[src/rtl/pfs_pkg.sv]
// Package of offsets, bit positions and types for the fault status bytes
`default_nettype none
package pfs_pkg;
  // ----------------------------------------
  // Command codes
  // ----------------------------------------
  localparam logic [7:0] CMD_OUTPUT_CURRENT_STATUS = 8'h7B;
  localparam logic [7:0] CMD_INPUT_VOLTAGE_STATUS = 8'h7C;
  localparam logic [7:0] CMD_TEMPERATURE_STATUS = 8'h7D;
  localparam logic [7:0] CMD_LINK_ERROR_FLAG_LOGIC_MEMORY_STATUS = 8'h7E;
  // ----------------------------------------
  // Bit positions
  // ----------------------------------------
  localparam int OUT_OVERCURRENT_FAULT_BIT = 7;
  localparam int OUT_OVERCURRENT_WARN_BIT = 5;
  localparam int IN_OVERVOLT_FAULT_BIT = 7;
  localparam int IN_UNDERVOLT_WARN_BIT = 5;
  localparam int INPUT_TOO_LOW_LIVE_BIT = 3;
  localparam int OVERTEMP_FAULT_BIT = 7;
  localparam int OVERTEMP_WARN_BIT = 6;
  localparam int BAD_COMMAND_FLAG_BIT = 7;
  localparam int BAD_DATA_FLAG_BIT = 6;
  localparam int PEC_FAIL_FLAG_BIT = 5;
  localparam int MEMORY_ERROR_FLAG_BIT = 4;
  localparam int LOGIC_CORE_ERROR_FLAG_BIT = 3;
  localparam int LINK_ERROR_FLAG_BIT = 1;
  // ----------------------------------------
  // Supported latched bits per byte
  // ----------------------------------------
  localparam logic [7:0] OUT_CURRENT_LATCH_MASK = 8'hA0;
  localparam logic [7:0] INPUT_LATCH_MASK = 8'hA0;
  localparam logic [7:0] TEMP_LATCH_MASK = 8'hC0;
  localparam logic [7:0] CML_LATCH_MASK = 8'hFA;
  localparam logic [7:0] FLAGS_RESET = 8'h00;
  localparam logic [7:0] ALERT_MASK_RESET = 8'h00;
  localparam logic [7:0] RDATA_RESET = 8'h00;
  localparam logic LIVE_LOW_RESET = 1'b1;
  localparam int NUM_BYTES = 4;
  // ----------------------------------------
  // Event and bus carriers
  // ----------------------------------------
  typedef struct packed {
    logic out_overcurrent_fault;
    logic out_overcurrent_warn;
    logic in_overvolt_fault;
    logic in_undervolt_warn;
    logic overtemp_fault;
    logic overtemp_warn;
    logic bad_command;
    logic bad_data;
    logic pec_fail;
    logic memory_error;
    logic logic_core_error;
    logic link_error;
    logic back_channel_error;
  } pfs_events_t;
  typedef struct packed {
    logic wr_en;
    logic rd_en;
    logic clear_faults;
    logic [7:0] cmd;
    logic [7:0] wdata;
  } pfs_req_t;
endpackage
`default_nettype wire

[src/rtl/pfs_flag_byte.sv]
// One byte of latched write-one-to-clear status flags
`default_nettype none
module pfs_flag_byte #(
  parameter logic [7:0] LATCH_MASK = 8'hFF
) (
  input wire logic clock,
  input wire logic resetn,
  input wire logic [7:0] set_bits,
  input wire logic [7:0] clear_bits,
  output logic [7:0] flags
);
  genvar i;
  generate
    for (i = 0; i < 8; i++) begin : g_bit
      if (LATCH_MASK[i]) begin : g_latch
        logic flag_bit;
        always_ff @(posedge clock or negedge resetn) begin
          if (!resetn) begin
            flag_bit <= pfs_pkg::FLAGS_RESET[i];
          end else if (set_bits[i]) begin
            flag_bit <= 1'b1;
          end else if (clear_bits[i]) begin
            flag_bit <= 1'b0;
          end
        end
        assign flags[i] = flag_bit;
      end else begin : g_zero
        assign flags[i] = 1'b0;
      end
    end
  endgenerate
endmodule
`default_nettype wire

[src/rtl/pfs_status_bytes.sv]
// Fault status byte bank: four status bytes, mask, summary and alert
//
// Behaviour
// - Each status byte uses single-byte read and write, one unsigned byte.
// - Latched flags clear on clear-faults or writing 1; writing 0 keeps them.
// - Output current bit 7 latches overcurrent fault, bit 5 overcurrent warning.
// - Output current bits 6 and 4..0 always read zero.
// - Input bit 7 latches power input overvoltage fault.
// - Input bit 5 latches undervoltage warning, suppressed until input first turns on.
// - Input bit 3 live: high while input below turn-on or bias rail low.
// - Live low-input bit is high after reset and never raises alert.
// - Input bits 6, 4 and 2..0 always read zero.
// - Temperature bit 7 fault, bit 6 warning latch; bits 5..0 read zero.
// - Communication byte bit 7 latches on invalid command code.
// - Communication byte bit 6 latches on invalid data.
// - Communication byte bit 5 latches on packet error check failure.
// - Communication byte bit 4 latches on memory error.
// - Communication byte bit 3 latches on logic core error.
// - Communication byte bit 1 latches on link error; bits 2, 0 zero.
// - A loop follower reports back-channel problems as a communication fault.
// - Summary bit equals OR of all communication byte flags.
// - Every alert-capable bit has its own mask bit.
`default_nettype none
module pfs_status_bytes (
  input wire logic clock,
  input wire logic resetn,
  input wire pfs_pkg::pfs_req_t req,
  input wire pfs_pkg::pfs_events_t events,
  input wire logic input_above_turn_on,
  input wire logic bias_rail_ok,
  input wire logic loop_follower,
  input wire logic [7:0] mask_out_current,
  input wire logic [7:0] mask_input,
  input wire logic [7:0] mask_temp,
  input wire logic [7:0] mask_cml,
  output logic [7:0] rdata,
  output logic rdata_valid,
  output logic cml_summary,
  output logic alert_oe
);
  // ----------------------------------------
  // Command decode
  // ----------------------------------------
  logic hit_out_current;
  logic hit_input;
  logic hit_temp;
  logic hit_cml;
  logic hit_any;

  always_comb begin
    hit_out_current = 1'b0;
    hit_input = 1'b0;
    hit_temp = 1'b0;
    hit_cml = 1'b0;
    if (req.cmd == pfs_pkg::CMD_OUTPUT_CURRENT_STATUS) begin
      hit_out_current = 1'b1;
    end else if (req.cmd == pfs_pkg::CMD_INPUT_VOLTAGE_STATUS) begin
      hit_input = 1'b1;
    end else if (req.cmd == pfs_pkg::CMD_TEMPERATURE_STATUS) begin
      hit_temp = 1'b1;
    end else if (req.cmd == pfs_pkg::CMD_LINK_ERROR_FLAG_LOGIC_MEMORY_STATUS) begin
      hit_cml = 1'b1;
    end
    hit_any = hit_out_current | hit_input | hit_temp | hit_cml;
  end

  // ----------------------------------------
  // Write decode
  // ----------------------------------------
  logic [7:0] clr_out_current;
  logic [7:0] clr_input;
  logic [7:0] clr_temp;
  logic [7:0] clr_cml;
  logic bad_cmd_write;

  always_comb begin
    clr_out_current = 8'h00;
    clr_input = 8'h00;
    clr_temp = 8'h00;
    clr_cml = 8'h00;
    bad_cmd_write = 1'b0;
    if (req.clear_faults) begin
      clr_out_current = 8'hFF;
      clr_input = 8'hFF;
      clr_temp = 8'hFF;
      clr_cml = 8'hFF;
    end else if (req.wr_en) begin
      if (req.cmd == pfs_pkg::CMD_OUTPUT_CURRENT_STATUS) begin
        clr_out_current = req.wdata;
      end else if (req.cmd == pfs_pkg::CMD_INPUT_VOLTAGE_STATUS) begin
        clr_input = req.wdata;
      end else if (req.cmd == pfs_pkg::CMD_TEMPERATURE_STATUS) begin
        clr_temp = req.wdata;
      end else if (req.cmd == pfs_pkg::CMD_LINK_ERROR_FLAG_LOGIC_MEMORY_STATUS) begin
        clr_cml = req.wdata;
      end else begin
        bad_cmd_write = 1'b1;
      end
    end else if (req.rd_en) begin
      if (!hit_any) begin
        bad_cmd_write = 1'b1;
      end
    end
  end

  // ----------------------------------------
  // Undervoltage arming
  // ----------------------------------------
  logic uv_armed;

  always_ff @(posedge clock or negedge resetn) begin
    if (!resetn) begin
      uv_armed <= 1'b0;
    end else if (input_above_turn_on) begin
      uv_armed <= 1'b1;
    end
  end

  // ----------------------------------------
  // Event set vectors
  // ----------------------------------------
  logic [7:0] set_out_current;
  logic [7:0] set_input;
  logic [7:0] set_temp;
  logic [7:0] set_cml;

  always_comb begin
    set_out_current = 8'h00;
    set_input = 8'h00;
    set_temp = 8'h00;
    set_cml = 8'h00;
    set_out_current[pfs_pkg::OUT_OVERCURRENT_FAULT_BIT] = events.out_overcurrent_fault;
    set_out_current[pfs_pkg::OUT_OVERCURRENT_WARN_BIT] = events.out_overcurrent_warn;
    set_input[pfs_pkg::IN_OVERVOLT_FAULT_BIT] = events.in_overvolt_fault;
    set_input[pfs_pkg::IN_UNDERVOLT_WARN_BIT] = events.in_undervolt_warn & uv_armed;
    set_temp[pfs_pkg::OVERTEMP_FAULT_BIT] = events.overtemp_fault;
    set_temp[pfs_pkg::OVERTEMP_WARN_BIT] = events.overtemp_warn;
    set_cml[pfs_pkg::BAD_COMMAND_FLAG_BIT] = events.bad_command | bad_cmd_write;
    set_cml[pfs_pkg::BAD_DATA_FLAG_BIT] = events.bad_data;
    set_cml[pfs_pkg::PEC_FAIL_FLAG_BIT] = events.pec_fail;
    set_cml[pfs_pkg::MEMORY_ERROR_FLAG_BIT] = events.memory_error;
    set_cml[pfs_pkg::LOGIC_CORE_ERROR_FLAG_BIT] = events.logic_core_error;
    set_cml[pfs_pkg::LINK_ERROR_FLAG_BIT] = events.link_error |
                                            (events.back_channel_error & loop_follower);
  end

  // ----------------------------------------
  // Flag storage
  // ----------------------------------------
  logic [7:0] out_current_status;
  logic [7:0] input_latched;
  logic [7:0] temperature_status;
  logic [7:0] link_error_flag_logic_memory_status;

  pfs_flag_byte #(
    .LATCH_MASK(pfs_pkg::OUT_CURRENT_LATCH_MASK)
  ) u_out_current (
    .clock(clock),
    .resetn(resetn),
    .set_bits(set_out_current),
    .clear_bits(clr_out_current),
    .flags(out_current_status)
  );

  pfs_flag_byte #(
    .LATCH_MASK(pfs_pkg::INPUT_LATCH_MASK)
  ) u_input (
    .clock(clock),
    .resetn(resetn),
    .set_bits(set_input),
    .clear_bits(clr_input),
    .flags(input_latched)
  );

  pfs_flag_byte #(
    .LATCH_MASK(pfs_pkg::TEMP_LATCH_MASK)
  ) u_temp (
    .clock(clock),
    .resetn(resetn),
    .set_bits(set_temp),
    .clear_bits(clr_temp),
    .flags(temperature_status)
  );

  pfs_flag_byte #(
    .LATCH_MASK(pfs_pkg::CML_LATCH_MASK)
  ) u_cml (
    .clock(clock),
    .resetn(resetn),
    .set_bits(set_cml),
    .clear_bits(clr_cml),
    .flags(link_error_flag_logic_memory_status)
  );

  // ----------------------------------------
  // Live low-input bit
  // ----------------------------------------
  logic input_too_low_live;

  always_ff @(posedge clock or negedge resetn) begin
    if (!resetn) begin
      input_too_low_live <= pfs_pkg::LIVE_LOW_RESET;
    end else begin
      input_too_low_live <= ~input_above_turn_on | ~bias_rail_ok;
    end
  end

  logic [7:0] input_voltage_status;
  always_comb begin
    input_voltage_status = input_latched;
    input_voltage_status[pfs_pkg::INPUT_TOO_LOW_LIVE_BIT] = input_too_low_live;
  end

  // ----------------------------------------
  // Read data
  // ----------------------------------------
  logic [7:0] read_byte;
  always_comb begin
    read_byte = 8'h00;
    if (hit_out_current) begin
      read_byte = out_current_status;
    end else if (hit_input) begin
      read_byte = input_voltage_status;
    end else if (hit_temp) begin
      read_byte = temperature_status;
    end else if (hit_cml) begin
      read_byte = link_error_flag_logic_memory_status;
    end
  end

  always_ff @(posedge clock or negedge resetn) begin
    if (!resetn) begin
      rdata <= pfs_pkg::RDATA_RESET;
      rdata_valid <= 1'b0;
    end else begin
      rdata_valid <= req.rd_en;
      if (req.rd_en) begin
        rdata <= read_byte;
      end
    end
  end

  // ----------------------------------------
  // Summary and alert
  // ----------------------------------------
  // summary is OR of byte
  always_ff @(posedge clock or negedge resetn) begin
    if (!resetn) begin
      cml_summary <= 1'b0;
    end else begin
      cml_summary <= |link_error_flag_logic_memory_status;
    end
  end

  logic [7:0] alert_in_bits;
  always_comb begin
    alert_in_bits = input_latched & pfs_pkg::INPUT_LATCH_MASK;
  end

  // ----------------------------------------
  // Alert
  // ----------------------------------------
  logic [pfs_pkg::NUM_BYTES-1:0] byte_alert;

  always_comb begin
    byte_alert[0] = |(out_current_status & ~mask_out_current);
    byte_alert[1] = |(alert_in_bits & ~mask_input);
    byte_alert[2] = |(temperature_status & ~mask_temp);
    byte_alert[3] = |(link_error_flag_logic_memory_status & ~mask_cml);
  end

  always_ff @(posedge clock or negedge resetn) begin
    if (!resetn) begin
      alert_oe <= 1'b0;
    end else begin
      alert_oe <= |byte_alert;
    end
  end
endmodule
`default_nettype wire

[config.mk]
export PLATFORM = sky130hd
export DESIGN_NAME = pfs_status_bytes
export DESIGN_NICKNAME = d
export VERILOG_FILES = /design/src/rtl/pfs_pkg.sv /design/src/rtl/pfs_flag_byte.sv /design/src/rtl/pfs_status_bytes.sv
export SDC_FILE = /design/constraint.sdc
export NUM_CORES = 1
export LEC_CHECK = 0
export BUFFER_PORTS_ARGS = -buffer_cell sky130_fd_sc_hd__clkbuf_2
export CAP_MARGIN = 30
export CORE_MARGIN = 2
export CORE_UTILIZATION = 39
export CTS_BUF_LIST = sky130_fd_sc_hd__clkbuf_2
export DETAILED_ROUTE_END_ITERATION = 6
export PLACE_DENSITY = 0.84
export SLEW_MARGIN = 10
export SYNTH_ARGS = -nofsm -noshare
export SYNTH_HDL_FRONTEND = slang
export SYNTH_SLANG_ARGS = --single-unit
[constraint.sdc]
create_clock -name clock -period 1.17 [get_ports clock]
set_clock_uncertainty 0.15 [all_clocks]
set_input_delay 0.234 -clock clock [delete_from_list [all_inputs] [get_ports clock]]
set_output_delay 0.234 -clock clock [all_outputs]
set_load 0.02 [all_outputs]
==> out/metrics.cfg <==
[status]
result_of_the_run = complete, but fails checks
violations = negative setup slack

[logic_synthesis]
avgSynthCellArea_um2 = 9.91
yosys-top-cells-count = dfrtp_1 (22), nand2_1 (14), nor2b_1 (8)
synth.yosys.seq_area_share_pct = 45.5
synth.area.top_cells = dfrtp_1 (43%), nand2_1 (4.1%), nor2b_1 (3.9%)
ys.warnings.count = 0
post-synth-top-count-cell = dfrtp_1
synth-edff-count = 0
syn_area_um2 = 1270
ys.flop_type = dfrtp_1
synth_largest_area_cell = dfrtp_1
synth_cell_types = 40
synthesis.instances = 128
asyncSetResetFlopFracSynth_pct = 100
ys_seq_elements = 23
netlist.area_leader.share_pct = 43.4

[floorplan]
floorplan.die_area_um2 = 3730
die_y_um = 61.0
floorplan.initialDensity_pct = 41.2
design.portCount = 80
die-width_um = 61.0
floorplan.core_area_um2 = 3080
rows = 20

[detailed_routing]
route.antenna.remaining_nets = 0
drcViolationCount = 0
detailedRoute.firstIterationViolations = 55
avgRoutedWirePerCell_um = 17.3
vias_per_cell = 5.33
routed-via-count = 1455
routed_wl_um = 4730
detailedRoute.firstPassIterationCount = 4

[layout]
multiInputGateArea_um2 = 708
inserted_diodes = 0
num-fill-cells = 215
final_net_count = 299
drive_gt1_share_pct = 46.3
flow.area_growth_from_synthesis_pct = 70.8
sequential_cell_area_um2 = 578
design_area_um2 = 2170

[placement]
pre_cts_slack_ns = -0.360
detailed_place_hpwl_um = 2800
port-buffer-count = 55
globalplace.congestion = 0.920
dp_area_um2 = 1730

[worst_setup_path]
worst_r2r_startpoint = u_input.g_bit[5].g_latch.flag_bit
timing.critical_path.arrival_ns = 0.99
timing.rr.end = alert_oe
worst_path_largest_cell_delay_ns = 0.46
depth_of_the_critical_timing_path_with_buffers_and_inverters_included = 1
kind_of_cell_with_the_highest_combined_delay_on_the_critical_path = flip-flops
worst-r2r-cell-count = 3
startpoint_type = register
crit_path_cell_trace = buf_6
critPathRequiredTime_ns = 0.79
timing.reg2reg.setup_slack_ns = -0.14
crit_path_end_kind = primary output
cp-startpoint = rdata[5]
timing.critical_path.to = rdata[5]
worstSetupPathType = reg -> out
critPathBufInv = 1
cp_max_fo = 2
critical_path.slowest_cell = dfrtp_1

[clock_tree]
cts-buffers-inserted = 3
cts_tree = done
clock_tree.htree_level_count = 1
clkSinkCount = 23
clock_insertion_delay_worst_skew_ns = 0.38
clk_root_buffer_cell = clkbuf_2
cts.path.max_buffers = 2
clkSlewWorstSetupHoldPaths_ns = 0.25

[timing]
timing.final.setup_violations = 13
timing.final.hold_violations = 0
timing.final.ws_setup_ns = -0.200
grt_setup_unrepaired = yes
slew_viols_final = 0
fin_tns_setup_ns = -1.73
layout_worst_path_cycle_share_pct = 117
finalWorstPathRequiredPeriod_ns = 1.37
timing.fmax_ghz = 0.730

[global_route]
grt_pass1_wl_um = 6140
grt_util_all_layers_pct = 22.4
antenna_found_initial = 0
grt_max_degree = 24
grt_pass1_vias = 1328
grt_overflow_total = 0

[power]
p_leak_nw = 1.04
power.density_nw_per_um2 = 781
vdd.ir_drop.worst_uv = 350

[worst_hold_path]
hold_removal_path_class = in -> reg

[flow_run]
timing.max_cap.violations = 0

==> cells by family after synthesis <==
family                 share of synthesized area (%)
AND/OR/NAND/NOR                                 25.4
AO/OA/AOI/OAI                                   19.8
flip-flops                                      45.5
buffers and inverters                           6.61
multiplexers                                    2.37
other                                          0.296
==> placed cells by master (no fill, tap or decap), types with 2 or more instances in the layout <==
master          n
o2bb2ai_1       3
nor3_1          4
nand2b_1        7
nor2b_4         3
clkbuf_2       49
conb_1          2
inv_1           6
a31o_1          5
nor2_1          6
nand2_1        14
dlygate4sd3_1  18
or3_1           2
a2111oi_4       2
nor2b_1         5
a22o_1          2
mux2i_1         3
buf_4          26
buf_6          14
dfrtp_1        21
nand4_1         2
a21oi_1         7
or4_1           2
==> report_power, final <==
group | internal [mW] | switching, mW | leakage [nW]
registers | 0.832 | 0.0351 | 0.259
logic | 0.256 | 0.216 | 0.762
clock network | 0.0773 | 0.276 | 0.0164
==> routing by layer <==
layer | global-route usage, % | wire length (um)
met2 | 39.4 | 2550
met4 | 9.94 | 104
met3 | 3.36 | 369
met5 | 0 | 0
met1 | 27.1 | 1710
==> how the worst min path moves through the flow <==
stage,cells past startpoint,from,end
final,3,mask_out_current[5],alert_oe
after global routing,3,mask_out_current[5],alert_oe
after CTS,4,mask_cml[3],alert_oe
after detailed placement,2,resetn,rdata_valid
after global placement,2,resetn,rdata_valid
after floorplan,0,resetn,alert_oe
==> through the flow <==
step | utilization (%) | hold WS [ns] | instances | power (mW)
CTS | 65.7 | -0.0188 | 270 | 1.62
finish | 70.4 | 0.0242 | 273 | 1.69
detailed placement | 56.3 | 0.0781 | 243 | 1.21
floorplan | - | -0.212 | 129 | 1.03
global route | 70.4 | 0.0498 | 273 | 1.76
global placement | 56.3 | 0.0737 | 243 | 1.20
==> state kept, by name, indices dropped and copies added (netlist names) <==
signal                                count
u_out_current.g_bit.g_latch.flag_bit      2
u_temp.g_bit.g_latch.flag_bit             2
alert_oe                                  1
u_cml.g_bit.g_latch.flag_bit              6
uv_armed                                  1
rdata_valid                               1
input_too_low_live                        1
rdata                                     6
cml_summary                               1
u_input.g_bit.g_latch.flag_bit            2
==> worst register-to-register path, cell delays in order, from the launching register on <==
cell and delay, ns:
dfrtp_1 0.48, nor2b_4 0.15, a2111oi_4 0.30, nand3_1 0.13
==> what timing repair did <==
action,in CTS,in global routing
hold buffers,18,0
setup buffers,5,4
endpoints found under the setup margin,14,18
cloned,0,0
resized for setup,12,39
hold endpoints to repair,39,0
pin swaps,4,4
==> area by class of cell <==
type,instances,area share [%]
Multi-Input combinational cell,91,32.7
Clock buffer,3,0.693
Clock inverter,1,0.231
Inverter,6,1.04
Sequential cell,23,26.7
Tap cell,44,2.54
Timing Repair Buffer,105,36.1
Power figures use the tool's default switching activity.
